<file path="src/sac_pkg.sv">
// constants, types and register map of the special function register bank
//
// Operation
// - unlisted addresses need no storage; reads return zero
// - reset: ports all ones, stack seven, rest zero except the power off flag, which reset leaves
// - timer 2 reload pair captures or reloads
// - timer 2 control bit layout at c8
// - one enable, two priorities per source
// - aux control: strobe, reset inhibit, idle halt
// - strobe free runs at one sixth clock
// - disabled strobe only during external moves
// - watchdog timeout drives reset pin 98 periods
// - two data pointer banks at 82 and 84
// - select bit zero picks active pointer bank
// - power off flag set at power up or by software write
package sac_pkg;

    // -------------------------------------------------------------
    // register map
    // -------------------------------------------------------------
    localparam int NSLOT = 30;                       // stored registers
    localparam logic [7:0] SLOT_ADDR [NSLOT] = '{
        8'h80, 8'h81, 8'h82, 8'h83, 8'h84, 8'h85, 8'h88, 8'h89, 8'h8a, 8'h8b,
        8'h8c, 8'h8d, 8'h8e, 8'h90, 8'h98, 8'h99, 8'ha0, 8'ha2, 8'ha8, 8'hb0,
        8'hb8, 8'hc8, 8'hc9, 8'hca, 8'hcb, 8'hcc, 8'hcd, 8'hd0, 8'he0, 8'hf0};
    localparam logic [7:0] SLOT_RST [NSLOT] = '{
        8'hff, 8'h07, 8'h00, 8'h00, 8'h00, 8'h00, 8'h00, 8'h00, 8'h00, 8'h00,
        8'h00, 8'h00, 8'h00, 8'hff, 8'h00, 8'h00, 8'hff, 8'h00, 8'h00, 8'hff,
        8'h00, 8'h00, 8'h00, 8'h00, 8'h00, 8'h00, 8'h00, 8'h00, 8'h00, 8'h00};
    // writable bits; reserved bits hold zero
    localparam logic [7:0] SLOT_MASK [NSLOT] = '{
        8'hff, 8'hff, 8'hff, 8'hff, 8'hff, 8'hff, 8'hff, 8'hff, 8'hff, 8'hff,
        8'hff, 8'hff, 8'h19, 8'hff, 8'hff, 8'hff, 8'hff, 8'h01, 8'hbf, 8'hff,
        8'h3f, 8'hff, 8'h03, 8'hff, 8'hff, 8'hff, 8'hff, 8'hff, 8'hff, 8'hff};

    // slot indexes the block logic looks at
    localparam logic [4:0] IDX_PORT0  = 5'h00;
    localparam logic [4:0] IDX_STACK  = 5'h01;
    localparam logic [4:0] IDX_PTR0L  = 5'h02;
    localparam logic [4:0] IDX_PTR0H  = 5'h03;
    localparam logic [4:0] IDX_PTR1L  = 5'h04;
    localparam logic [4:0] IDX_PTR1H  = 5'h05;
    localparam logic [4:0] IDX_AUX    = 5'h0c;
    localparam logic [4:0] IDX_PSEL   = 5'h11;
    localparam logic [4:0] IDX_IRQEN  = 5'h12;
    localparam logic [4:0] IDX_IRQPRI = 5'h14;
    localparam logic [4:0] IDX_T2CTL  = 5'h15;
    localparam logic [4:0] IDX_RCAPL  = 5'h17;
    localparam logic [4:0] IDX_RCAPH  = 5'h18;

    // registers handled outside the slot table
    localparam logic [7:0] ADDR_PWRCTL    = 8'h87;
    localparam logic [7:0] ADDR_WDSVC     = 8'ha6;
    localparam logic [7:0] PWRCTL_MASK    = 8'h8f;    // stored bits besides the flag
    localparam logic [7:0] PWRCTL_RST     = 8'h00;
    localparam int         PWRCTL_OFF_BIT = 4;        // power off flag position

    // -------------------------------------------------------------
    // field positions
    // -------------------------------------------------------------
    localparam int AUX_STROBE_DIS = 0;
    localparam int AUX_RST_INHIB  = 3;
    localparam int AUX_WD_HALT    = 4;
    localparam int PSEL_BANK      = 0;
    localparam int T2_OVF         = 7;
    localparam int T2_EXTF        = 6;
    localparam int T2_RCLK        = 5;
    localparam int T2_TXCLK       = 4;
    localparam int T2_EXTEN       = 3;
    localparam int T2_RUN         = 2;
    localparam int T2_CNTSEL      = 1;
    localparam int T2_CAPSEL      = 0;

    // watchdog service keys
    localparam logic [7:0] WD_KEY1 = 8'h1e;
    localparam logic [7:0] WD_KEY2 = 8'he1;

    // -------------------------------------------------------------
    // timing; the core clock stands for the oscillator
    // -------------------------------------------------------------
    localparam int         CLK_PER_OSC      = 1;
    localparam int         STROBE_DIV_OSC   = 6;
    localparam logic [2:0] STROBE_LAST      = 3'(STROBE_DIV_OSC * CLK_PER_OSC - 1);
    localparam int         RSTOUT_OSC       = 98;
    localparam logic [7:0] RSTOUT_CYCLES    = 8'(RSTOUT_OSC * CLK_PER_OSC);

    // -------------------------------------------------------------
    // types
    // -------------------------------------------------------------
    typedef struct packed {
        logic       hit;                              // address holds a slot
        logic [4:0] idx;                              // slot number
    } sac_slot_t;

    typedef struct packed {
        logic watchdog_idle_halt;
        logic reset_out_inhibit;
        logic strobe_disable;
    } sac_aux_ctrl_t;

endpackage

</file>
<file path="src/sac_rst_out.sv">
// reset pin driver after watchdog timeout
`timescale 1ns/1ps
module sac_rst_out (
    input  wire logic sys_clk_i,
    input  wire logic rst_n_i,
    input  wire logic inhibit_i,
    input  wire logic timeout_i,
    output logic      rst_pin_o,
    output logic      rst_pin_oe_n_o
);

    // -------------------------------------------------------------
    // pulse counter
    // -------------------------------------------------------------
    logic [7:0] cnt_q;                                // cycles left to drive

    // loads on timeout unless inhibited; a timeout during a pulse is ignored
    always_ff @(posedge sys_clk_i) begin
        if (!rst_n_i) begin
            cnt_q <= 8'h00;
        end else if (cnt_q != 8'h00) begin
            cnt_q <= cnt_q - 8'h01;
        end else if (timeout_i && !inhibit_i) begin
            cnt_q <= sac_pkg::RSTOUT_CYCLES;
        end
    end

    // pin drive; enable is low while driving
    always_ff @(posedge sys_clk_i) begin
        if (!rst_n_i) begin
            rst_pin_o      <= 1'b0;
            rst_pin_oe_n_o <= 1'b1;
        end else begin
            rst_pin_o      <= (cnt_q != 8'h00);
            rst_pin_oe_n_o <= (cnt_q == 8'h00);
        end
    end
endmodule // sac_rst_out

</file>
<file path="src/sac_sfr_bank.sv">
// special function register bank with auxiliary control logic
`timescale 1ns/1ps
module sac_sfr_bank (
    input  wire logic                   sys_clk_i,
    input  wire logic                   rst_n_i,
    input  wire logic [7:0]             sfr_addr_i,
    input  wire logic [7:0]             sfr_wdata_i,
    input  wire logic                   sfr_wr_i,
    input  wire logic                   sfr_rd_i,
    output logic      [7:0]             sfr_rdata_o,
    input  wire logic                   power_on_i,
    input  wire logic                   idle_i,
    input  wire logic                   ext_move_i,
    input  wire logic                   wdog_timeout_i,
    output logic                        rst_pin_o,
    output logic                        rst_pin_oe_n_o,
    output logic                        ale_o,
    output logic                        wdog_count_en_o,
    output logic                        wdog_service_o,
    output logic      [15:0]            dptr_o,
    output sac_pkg::sac_aux_ctrl_t      aux_ctrl_o,
    output logic      [7:0]             t2_ctrl_o,
    output logic      [15:0]            t2_reload_o,
    output logic      [7:0]             irq_enable_o,
    output logic      [7:0]             irq_priority_o,
    output logic                        power_off_flag_o
);

    // -------------------------------------------------------------
    // address decode
    // -------------------------------------------------------------
    // maps an address to its storage slot
    function automatic sac_pkg::sac_slot_t slot_of(input logic [7:0] addr);
        sac_pkg::sac_slot_t s;
        s = '0;
        for (int i = 0; i < sac_pkg::NSLOT; i++) begin
            if (addr == sac_pkg::SLOT_ADDR[i]) begin
                s.hit = 1'b1;
                s.idx = 5'(i);
            end
        end
        return s;
    endfunction

    sac_pkg::sac_slot_t wr_slot;                      // slot written this cycle
    sac_pkg::sac_slot_t rd_slot;                      // slot read this cycle
    logic               wr_pwrctl;                    // power control write
    logic               wr_wdsvc;                     // watchdog service write

    // write and read decode
    always_comb begin
        wr_slot  = slot_of(sfr_addr_i);
        rd_slot  = slot_of(sfr_addr_i);
        wr_slot.hit = wr_slot.hit & sfr_wr_i;
        rd_slot.hit = rd_slot.hit & sfr_rd_i;
        wr_pwrctl = sfr_wr_i && (sfr_addr_i == sac_pkg::ADDR_PWRCTL);
        wr_wdsvc = sfr_wr_i && (sfr_addr_i == sac_pkg::ADDR_WDSVC);
    end

    // -------------------------------------------------------------
    // register storage
    // -------------------------------------------------------------
    logic [7:0] sfr_q [sac_pkg::NSLOT];               // slot contents
    logic [7:0] pwrctl_q;                             // power control, flag bit apart
    logic       pwr_off_q;                            // power off flag

    // one register per slot; reserved bits always held at zero
    for (genvar g = 0; g < sac_pkg::NSLOT; g++) begin : g_slot
        always_ff @(posedge sys_clk_i) begin
            if (!rst_n_i) begin
                sfr_q[g] <= sac_pkg::SLOT_RST[g];
            end else if (wr_slot.hit && wr_slot.idx == 5'(g)) begin
                sfr_q[g] <= sfr_wdata_i & sac_pkg::SLOT_MASK[g];
            end
        end
    end

    // power control byte without the flag
    always_ff @(posedge sys_clk_i) begin
        if (!rst_n_i) begin
            pwrctl_q <= sac_pkg::PWRCTL_RST;
        end else if (wr_pwrctl) begin
            pwrctl_q <= sfr_wdata_i & sac_pkg::PWRCTL_MASK;
        end
    end

    // power off flag: power up sets it, reset leaves it, software writes it
    always_ff @(posedge sys_clk_i) begin
        if (power_on_i) begin
            pwr_off_q <= 1'b1;
        end else if (wr_pwrctl && rst_n_i) begin
            pwr_off_q <= sfr_wdata_i[sac_pkg::PWRCTL_OFF_BIT];
        end
    end

    // -------------------------------------------------------------
    // read port
    // -------------------------------------------------------------
    // data stand one cycle after the read strobe; holes read zero
    always_ff @(posedge sys_clk_i) begin
        if (!rst_n_i) begin
            sfr_rdata_o <= 8'h00;
        end else if (rd_slot.hit) begin
            sfr_rdata_o <= sfr_q[rd_slot.idx];
        end else if (sfr_rd_i && sfr_addr_i == sac_pkg::ADDR_PWRCTL) begin
            sfr_rdata_o <= pwrctl_q | (8'(pwr_off_q) << sac_pkg::PWRCTL_OFF_BIT);
        end else if (sfr_rd_i) begin
            sfr_rdata_o <= 8'h00;
        end
    end

    // -------------------------------------------------------------
    // watchdog service sequence
    // -------------------------------------------------------------
    logic key1_q;                                     // first key seen

    // first key arms, second key right after it fires the pulse
    always_ff @(posedge sys_clk_i) begin
        if (!rst_n_i) begin
            key1_q         <= 1'b0;
            wdog_service_o <= 1'b0;
        end else begin
            wdog_service_o <= wr_wdsvc && key1_q && sfr_wdata_i == sac_pkg::WD_KEY2;
            if (wr_wdsvc) begin
                key1_q <= (sfr_wdata_i == sac_pkg::WD_KEY1);
            end
        end
    end

    // -------------------------------------------------------------
    // control outputs
    // -------------------------------------------------------------
    logic aux_inhibit;                                // reset out inhibit bit
    logic aux_strobe_dis;                             // strobe disable bit
    logic aux_halt;                                   // watchdog idle halt bit
    assign aux_inhibit    = sfr_q[sac_pkg::IDX_AUX][sac_pkg::AUX_RST_INHIB];
    assign aux_strobe_dis = sfr_q[sac_pkg::IDX_AUX][sac_pkg::AUX_STROBE_DIS];
    assign aux_halt       = sfr_q[sac_pkg::IDX_AUX][sac_pkg::AUX_WD_HALT];

    // watchdog counts unless halted during idle
    always_ff @(posedge sys_clk_i) begin
        if (!rst_n_i) begin
            wdog_count_en_o <= 1'b1;
        end else begin
            wdog_count_en_o <= !(idle_i && aux_halt);
        end
    end

    // active data pointer chosen by the bank select bit
    always_ff @(posedge sys_clk_i) begin
        if (!rst_n_i) begin
            dptr_o <= 16'h0000;
        end else if (sfr_q[sac_pkg::IDX_PSEL][sac_pkg::PSEL_BANK]) begin
            dptr_o <= {sfr_q[sac_pkg::IDX_PTR1H], sfr_q[sac_pkg::IDX_PTR1L]};
        end else begin
            dptr_o <= {sfr_q[sac_pkg::IDX_PTR0H], sfr_q[sac_pkg::IDX_PTR0L]};
        end
    end

    // register copies handed to timer, interrupt and power logic
    always_ff @(posedge sys_clk_i) begin
        if (!rst_n_i) begin
            aux_ctrl_o       <= '0;
            t2_ctrl_o        <= 8'h00;
            t2_reload_o      <= 16'h0000;
            irq_enable_o     <= 8'h00;
            irq_priority_o   <= 8'h00;
            power_off_flag_o <= 1'b0;
        end else begin
            aux_ctrl_o.strobe_disable     <= aux_strobe_dis;
            aux_ctrl_o.reset_out_inhibit  <= aux_inhibit;
            aux_ctrl_o.watchdog_idle_halt <= aux_halt;
            t2_ctrl_o        <= sfr_q[sac_pkg::IDX_T2CTL];
            t2_reload_o      <= {sfr_q[sac_pkg::IDX_RCAPH], sfr_q[sac_pkg::IDX_RCAPL]};
            irq_enable_o     <= sfr_q[sac_pkg::IDX_IRQEN];
            irq_priority_o   <= sfr_q[sac_pkg::IDX_IRQPRI];
            power_off_flag_o <= pwr_off_q;
        end
    end

    // -------------------------------------------------------------
    // strobe and reset pin
    // -------------------------------------------------------------
    sac_strobe_gen u_strobe (
        .sys_clk_i        (sys_clk_i),
        .rst_n_i          (rst_n_i),
        .strobe_disable_i (aux_strobe_dis),
        .ext_move_i       (ext_move_i),
        .ale_o            (ale_o)
    );

    sac_rst_out u_rst_out (
        .sys_clk_i      (sys_clk_i),
        .rst_n_i        (rst_n_i),
        .inhibit_i      (aux_inhibit),
        .timeout_i      (wdog_timeout_i),
        .rst_pin_o      (rst_pin_o),
        .rst_pin_oe_n_o (rst_pin_oe_n_o)
    );
endmodule // sac_sfr_bank

</file>
<file path="src/sac_strobe_gen.sv">
// address latch strobe generator
`timescale 1ns/1ps
module sac_strobe_gen (
    input  wire logic sys_clk_i,
    input  wire logic rst_n_i,
    input  wire logic strobe_disable_i,
    input  wire logic ext_move_i,
    output logic      ale_o
);

    // -------------------------------------------------------------
    // divider
    // -------------------------------------------------------------
    logic [2:0] div_q;                                // phase counter

    // counts one strobe period
    always_ff @(posedge sys_clk_i) begin
        if (!rst_n_i) begin
            div_q <= 3'h0;
        end else if (div_q == sac_pkg::STROBE_LAST) begin
            div_q <= 3'h0;
        end else begin
            div_q <= div_q + 3'h1;
        end
    end

    // strobe pulse, gated by the disable bit
    always_ff @(posedge sys_clk_i) begin
        if (!rst_n_i) begin
            ale_o <= 1'b0;
        end else begin
            ale_o <= (div_q == 3'h0) && (!strobe_disable_i || ext_move_i);
        end
    end
endmodule // sac_strobe_gen
</file>
<file path="config.mk">
export PLATFORM = sky130hd
export DESIGN_NAME = sac_sfr_bank
export DESIGN_NICKNAME = d
export VERILOG_FILES = /design/src/sac_pkg.sv /design/src/sac_rst_out.sv /design/src/sac_sfr_bank.sv /design/src/sac_strobe_gen.sv
export SDC_FILE = /design/constraint.sdc
export NUM_CORES = 1
export LEC_CHECK = 0
export ABC_AREA = 0
export BUFFER_PORTS_ARGS = -buffer_cell sky130_fd_sc_hd__buf_2
export CORE_AREA = 3 3 183 185
export CTS_CLUSTER_DIAMETER = 40
export CTS_CLUSTER_SIZE = 16
export DETAILED_ROUTE_END_ITERATION = 7
export DIE_AREA = 0 0 186 188
export GPL_ROUTABILITY_DRIVEN = 0
export SYNTH_ARGS = -nofsm -noshare
export SYNTH_HDL_FRONTEND = slang
export SYNTH_SLANG_ARGS = --single-unit
</file>
<file path="constraint.sdc">
create_clock -name sys_clk_i -period 5 [get_ports sys_clk_i]
set_input_delay 0.5 -clock sys_clk_i [delete_from_list [all_inputs] [get_ports sys_clk_i]]
set_output_delay 0.5 -clock sys_clk_i [all_outputs]
set_load 0.02 [all_outputs]
</file>
After elaboration in Yosys (flattened, before gate mapping)

Memories as Yosys holds them, arrays and structs flattened. A register that Yosys moved wholly into a read port is not among the register bits.
Index checks and enable logic that the tools add are counted.

Bits in latches: 0
Register bits after elaboration: 51
RAM bits: 240
Memories: 1
Output and inout port bits: 73
Bits in read-only memories: 0

Reductions and logical operators: 55
Multiplexer cells: 157
Magnitude comparators: 0
Divide/modulo/power cells: 0
Equal/unequal tests: 64
Bitwise operators: 34
Multiply operators: 0
Shifts and indexed selects: 0
Add/sub/neg operators: 2

Memory list:

| memory | words | bits a word | read ports | clocked after memory_dff | write ports | line               | source |
|---|---|---|---|---|---|---|---|
| sfr_q  | 30    | 8           | 12         | 5                        | 30          | sac_sfr_bank.sv:63 | `logic [7:0] sfr_q [sac_pkg::NSLOT];` |

Operators by type and width:

| cell                  | number |
|---|---|
| $mux W8               | 35 |
| $eq A8 B8 Y1 const B  | 33 |
| $mux W6               | 30 |
| $mux W1               | 91 |
| $eq A5 B5 Y1 const B  | 14 |
| $eq A5 B4 Y1 const B  | 8 |
| $logic_and A1 B1 Y1   | 39 |
| $or A1 B1 Y1          | 30 |
| $eq A5 B3 Y1 const B  | 4 |
| $mux W16              | 1 |
| $eq A5 B2 Y1 const B  | 2 |
| $eq A8 B5 Y1 const B  | 1 |
| $logic_not A1 Y1      | 8 |
| $logic_not A8 Y1      | 1 |
| $or A8 B5 Y8          | 1 |
| $reduce_bool A8 Y1    | 1 |
| $sub A8 B1 Y8 const B | 1 |
| $eq A5 B1 Y1 const B  | 1 |
| $logic_not A5 Y1      | 1 |
| $add A3 B1 Y3 const B | 1 |
| $eq A3 B3 Y1 const B  | 1 |
| $logic_not A3 Y1      | 1 |
| $reduce_bool A3 Y1    | 1 |
| $and A1 B1 Y1         | 2 |
| other kinds (4)       | 4 |

Depth between registers and ports, before layout

Gate-level depths: netlist of run 1.

Depth after elaboration: 37
Gate-level depth with buffers: 14

Modules after synthesis

From an unflattened synthesis of run 1, not the netlist that was laid out.

Cells, all modules: 1,296
Area, all modules: 14,421.3 µm²

By module, submodules not included:

| module         | area an instance (µm²) | cells an instance | sequential area each (µm²) | instances |
|---|---|---|---|---|
| sac_sfr_bank   | 13,770.7               | 1,226             | 8,057.7                    | 1 |
| sac_rst_out    | 467.9                  | 52                | 200.2                      | 1 |
| sac_strobe_gen | 182.7                  | 18                | 80.1                       | 1 |

Worst setup path after synthesis of run 1

No wires, ideal clock.

Path type: in2reg
Start point: input port sfr_addr_i[0]
End point: memory sfr_q[29][0] (enable)
Buffers on the path: 5
Stages on the path: 10
Arrival: 3.013 ns
Path slack: 1.600 ns
Cell sequence: buf_4 > buf_4 > and2_1 > nor4b_1 > or4_1 > buf_2 > buf_4 > nand2_1 > clkbuf_1 > o31ai_1

RTL lines:

| what        | line               | source |
|---|---|---|
| from (decl) | sac_sfr_bank.sv:6  | `input wire logic [7:0] sfr_addr_i,` |
| to (decl)   | sac_sfr_bank.sv:63 |  |

==> results.md, run 1 <==
* Hold Vio Cnt, Final at 0
* Antenna viol nets, final at 0
* VDD IR-drop max at 0.199 mV
* Final Cell Area at 16400 um2
* Share of the synthesized area in the top cell type at 0.469
* CTS Hold Buffers Added at 0
* Die X at 186 um
* Top cells by area, synth: edfxtp_1, dfxtp_1, and2_1
* TNS Setup at 0 ns
* Post-CTS Setup Bufs at 0
* Crit end category: flip-flop
* Max clock buf depth at 3
* Post-synth EDFFs at 219
* Initial core utilization at 0.436
* Fillers at 2848
* Vias/cell at 5.82
* CTS tree: done
* Worst Skew at 0.0339 ns
* Row cnt at 66
* CTS clk-pin slew, worst paths at 0.06 ns
* DRC at 0
* Wirelength per Cell at 22.8 um
* CP max FO at 19
* Yosys cell types at 76
* Main combinational cell family by area after synthesis: simple AND/OR/NAND/NOR gates
* Post-synth ARST share at 0
* Cell taking the most area after synthesis: edfxtp_1
* Max Slew Vio Count at 0
* Worst-Skew Late Latency at 0.54 ns
* Layout cells sized above 1 at 0.183
* Cell Area, Synth at 14000 um2
* Die Height at 188 um
* Rel. slew slack at 0.292
* Slowest stage delay, CP at about 0.45 ns
* TritonRoute pass-1 iters at 8
* Ys flop type: edfxtp_1
* Final worst-path cycle share at 0.667
* Area after DPL at 14900 um2
* CP startpoint kind: input port
* Worst r2r src: sfr_q[17][0]
* Largest net degree at the start of global routing at 69
* H-tree depth at 2
* Synth Area in Adders at 0.00428
* Critical-path cell list: buf_2 > nor4b_1 > o21ai_1 > o211ai_1 > or3_1 > buf_4 > nand2_1 > nor2_1 > nand2_1 > nor2_1 > and2_1
* Synth Area in Compound Gates at 0.0756
* Leakage power at 6.04 nW
* Total routed wirelength at 40200 um
* Iteration-0 DRC Markers at 1241
* Synth Instances at about 1200
* HP Start: idle_i
* Io pins at just under 100
* Die footprint at 35000 um2
* Post-synthesis simple-gate area fraction at 0.222
* Vias at 10300
* Seq/Total Area, Yosys at 0.594
* NumNets Final at ~1300
* Clock root cell: clkbuf_16
* Global Route Usage Sum at 0.227
* Area grow syn2layout at 16.8%
* Post-cts resize count at 0
* Synth Area per Inst at 11.3 um2
* Highest clock rate at 0.300 GHz
* Initial antenna violation count at 1
* First-pass GRT wire length at 60600 um
* Max cap viols at 0
* Crit path DAT at between 3 and 4 ns
* Pwr Density at 408 nW/um2
* Number of port buffers at 93
* Vias in the first global route at 9834
* Worst Hold Class: in2reg
* Register bit total from synthesis at ~300
* XOR/XNOR Fraction of Synth Area at 0.00312
* Clk sinks at 307
* CP max stage cell: nor2_1
* Ys Warns at 0
* Number of buffers created by CTS at 41
* Core area at 32200 um2
* Overflow after GRT at 0
* Critical Path Start: sfr_addr_i[4]
* RSZ-0062 raised after global routing: false
* WS Path Type: in2reg
* Tmin final at 3.34 ns
* Final HPWL DP at roughly 26000 um
* Setup Viol. Count Final at 0
* Post-synthesis mux area share at 0.0634
* Worst slew pin tran at 1.06 ns
* CP required at 5.39 ns
* Status: complete, no violations
-- layout make-up --
cell class	instances	area [um2]	share of cell area
Antenna cell	2	5.00	0.000305
Tap cell	408	510	0.0311
Sequential cell	307	8340	0.509
Clock inverter	24	304	0.0185
Clock buffer	51	1180	0.0719
Timing Repair Buffer	140	843	0.0514
Inverter	10	37.5	0.00229
Multi-Input combinational cell	820	5170	0.316
-- cell usage after synthesis, types with 7 or more instances --
| cell type | n |
|---|---|
| a211oi_1 | 7 |
| a21oi_1 | 31 |
| a221oi_1 | 7 |
| a31oi_1 | 15 |
| and2_1 | 203 |
| and3_1 | 11 |
| buf_2 | 21 |
| buf_4 | 18 |
| clkbuf_1 | 60 |
| dfxtp_1 | 88 |
| edfxtp_1 | 219 |
| inv_1 | 8 |
| mux2_2 | 22 |
| mux2i_1 | 63 |
| nand2_1 | 106 |
| nand3_1 | 32 |
| nor2_1 | 72 |
| nor3_1 | 35 |
| o21ai_0 | 46 |
| o221ai_1 | 7 |
| o22ai_1 | 8 |
| or3_1 | 38 |
-- cells in the final DEF (no fill, tap or decap), drive strengths merged, types with 8 or more instances in the layout --
master,Yosys,final
a21oi,31,31
clkinv,2,10
o22ai,8,8
nor4,8,8
mux2,23,23
and3,11,11
clkbuf,60,51
nand2,106,106
buf,42,140
nand3,32,32
nor2,73,73
dfxtp,88,88
and2,203,203
edfxtp,219,219
inv,8,18
or3,38,38
nor3,36,36
mux2i,63,63
a31oi,15,15
o21ai,48,48
-- logic make-up (layout without fill, tap and decap cells) --
family	count (synthesis)	in the layout
buffers and inverters	112	225
AND/OR/NAND/NOR	558	558
adder cells (fa/ha/maj)	5	5
flip-flops	307	307
other	1	5
XOR/XNOR	5	5
AO/OA/AOI/OAI	163	163
multiplexers	86	86
-- stage by stage --
stage	setup slack (ns)	utilization	instances	hold WS, ns	total power, mW
finish	1.66	0.509	1762	0.117	6.68
global route	1.38	0.509	1760	0.107	6.92
CTS	1.72	0.509	1760	0.104	6.72
detailed placement	1.19	0.463	1685	0.447	3.63
global placement	1.19	0.463	1685	0.443	3.62
floorplan	1.60	-	1239	0.431	3.40
-- sequential cells by signal, summed over array words and instances (netlist names) --
| signal | flops |
|---|---|
| u_rst_out.rst_pin_o | 1 |
| wdog_service_o | 1 |
| sfr_rdata_o | 8 |
| aux_ctrl_o | 3 |
| key1_q | 1 |
| wdog_count_en_o | 1 |
| u_strobe.div_q | 3 |
| t2_reload_o | 16 |
| u_rst_out.rst_pin_oe_n_o | 1 |
| pwrctl_q | 5 |
| dptr_o | 16 |
| t2_ctrl_o | 8 |
| pwr_off_q | 1 |
| power_off_flag_o | 1 |
| irq_enable_o | 7 |
| irq_priority_o | 6 |
| sfr_q | 219 |
| u_rst_out.cnt_q | 8 |
| u_strobe.ale_o | 1 |
-- routing by layer --
layer / routed length [um] / GRT usage / up-vias
li1: - / - / 4635
met1: 17200 / 0.327 / 5017
met2: 17700 / 0.339 / 503
met3: 3910 / 0.0549 / 103
met4: 1330 / 0.0736 / 0
met5: 0 / 0 / -
-- report_power, final --
part           switching (mW)  total, mW  internal [mW]
combinational           0.411      0.624          0.213
sequential             0.0838       2.96           2.88
clock                    1.17       3.10           1.92
-- path summary, 6_finish.rpt --
| check | endpoint | slack [ns] | cells past startpoint |
|---|---|---|---|
| hold / removal | wdog_count_en_o | 0.12 | 2 |
| setup reg to reg | sfr_rdata_o[0] | 2.71 | 6 |
| setup / recovery | sfr_q[27][2] | 1.66 | 11 |
| hold reg to reg | pwrctl_q[7] | 0.46 | 2 |
-- worst max-delay path: cells and delay by family --
| kind | cells | cell delay, ns |
|---|---|---|
| buffers and inverters | 2 | 0.53 |
| and+or+nand+nor | 7 | 2.14 |
| AOI/OAI and AO/OA | 2 | 0.57 |
(Power assumes the default switching activity.)
==> run 2, diff against run 1 <==
==> constraint.sdc (replaced) <==
create_clock -name sys_clk_i -period 3.3 [get_ports sys_clk_i]
set_input_delay 0.33 -clock sys_clk_i [delete_from_list [all_inputs] [get_ports sys_clk_i]]
set_output_delay 0.33 -clock sys_clk_i [all_outputs]
set_load 0.02 [all_outputs]
==> run 2 against run 1 <==
Hold slack lost 0.11 ns. Setup slack lost 1.1 ns. Power grew 48%. Highest routed layer unchanged.
==> results.md, run 2 (same netlist as run 1, synthesis figures left out) <==
* VDD IR-drop max at 0.408 mV
* Number of buffers created by CTS at 42
* Crit path DAT at 3.24 ns
* Sw Pwr at around 2.5 mW
* Max Slew Vio Count at 0
* Hold Vio Cnt, Final at 0
* Tmin final at 2.77 ns
* Crit end category: flip-flop
* Worst Hold Class: in2reg
* Worst Skew at 0.0288 ns
* Global Route Usage Sum at 0.235
* CP max FO at 21
* Wirelength per Cell at 22.8 um
* H-tree depth at 2
* Layout cells sized above 1 at 0.204
* Clk sinks at 307
* Comb pwr share at 0.099
* Largest reg by FF count: sfr_q
* Sw frac at 0.256
* CP required at 3.78 ns
* Dpl ws at 0.0347 ns
* Setup Viol. Count Final at 0
* TritonRoute pass-1 iters at 5
* Critical-path cell list: buf_2 > and4bb_2 > nor4b_1 > buf_4 > nor4_4 > buf_4 > nor2_1 > a31oi_1 > o22ai_1 > or4_1 > a31oi_1
* Max reg flops at 219
* Initial antenna violation count at 0
* Die Height at 188 um
* Die X at 186 um
* Antenna viol nets, final at 0
* Setup ws final at 0.532 ns
* Overflow after GRT at 0
* Leakage power at between 6 and 7 nW
* Row cnt at 66
* CTS Hold Buffers Added at 1
* Worst slew pin tran at 0.886 ns
* CTS clk-pin slew, worst paths at around 0.060 ns
* Vias in the first global route at slightly below 10000
* Most common cell after layout, fill and taps aside: edfxtp_1
* Die footprint at ~35000 um2
* TNS Setup at 0 ns
* Final HPWL DP at roughly 27000 um
* Core area at 32200 um2
* Clk pwr share at 0.449
* Post-CTS Setup Bufs at 0
* Vias/cell at 5.72
* Max cap viols at 0
* Highest clock rate at 0.361 GHz
* Max clock buf depth at 3
* Most frequent cells in the layout: edfxtp_1, and2_1, nand2_1, buf_2, dfxtp_1
* RSZ-0062 raised after global routing: false
* Total routed wirelength at 41100 um
* Pwr Density at 595 nW/um2
* DRC at 0
* WHS at 0.00989 ns
* NumNets Final at 1387
* Number of port buffers at 93
* First-pass GRT wire length at 61800 um
* WS Path Type: in2reg
* Rel. slew slack at 0.409
* Register share of total power at 0.453
* CP max stage cell: or4_1
* Clock root cell: clkbuf_16
* Io pins at 97
* Slowest stage delay, CP at ~0.55 ns
* Top flop regs: sfr_q: 219 flops, dptr_o: 16 flops, t2_reload_o: 16 flops
* Iteration-0 DRC Markers at 1046
* Largest net degree at the start of global routing at 63
* Worst-Skew Late Latency at around 0.54 ns
* Post-cts resize count at 0
* Initial core utilization at 0.436
* Status: complete, no violations
* Final worst-path cycle share at 0.839
* CP startpoint kind: input port
* Area grow syn2layout at 18.6%
* Vias at 10300
* Int Pwr at 7.37 mW
* CTS tree: done
[run 2: layout make-up]
cell class / instances / area (um2)
Clock inverter: 24 / 208
Sequential cell: 307 / 8340
Fill cell: 2840 / 15600
Tap cell: 408 / 510
Clock buffer: 54 / 1190
Timing Repair Buffer: 178 / 1180
Antenna cell: 1 / 2.50
Inverter: 10 / 37.5
Multi-Input combinational cell: 820 / 5170
[run 2: critical path, delay by kind of cell]
family	cells	cell delay (ns)
AO/OA/AOI/OAI	3	0.61
buffers and inverters	3	0.79
AND/OR/NAND/NOR	5	1.51
[run 2: worst paths after layout]
check / from / cells after the start / end / slack [ns]
worst max register to register: sfr_q[27][4] / 6 / sfr_rdata_o[4] / 1.33
worst min-delay path: power_on_i / 2 / pwr_off_q / 0.01
worst min register to register: key1_q / 2 / key1_q / 0.45
worst max-delay path: sfr_addr_i[4] / 11 / sfr_rdata_o[6] / 0.53
[run 2: power groups by stage]
stage | Sequential (mW) | Clock [mW] | Combinational (mW)
3_3_place_gp | 4.56 | 0 | 0.959
6_report | 4.48 | 4.45 | 0.976
4_1_cts | 4.48 | 4.48 | 0.976
3_5_place_dp | 4.56 | 0 | 0.970
5_1_grt | 4.51 | 4.70 | 1.06
2_1_floorplan | 4.59 | 0 | 0.564
[run 2: layer usage]
layer / wire length, um / GRT usage
met1: 17500 / 0.339
met2: 18000 / 0.343
met5: 0 / 0
met4: 1380 / 0.0834
met3: 4230 / 0.0646
[run 2: stage by stage]
step                      cell area, um2  power [mW]  utilization  std cells
after global routing               16600        10.3        0.517       1801
after detailed placement           15200        5.53        0.473       1722
after global placement             15200        5.51        0.473       1722
after CTS                          16600        9.94        0.517       1801
after floorplan                    14000        5.15            -       1239
final                              16600        9.90        0.517       1802
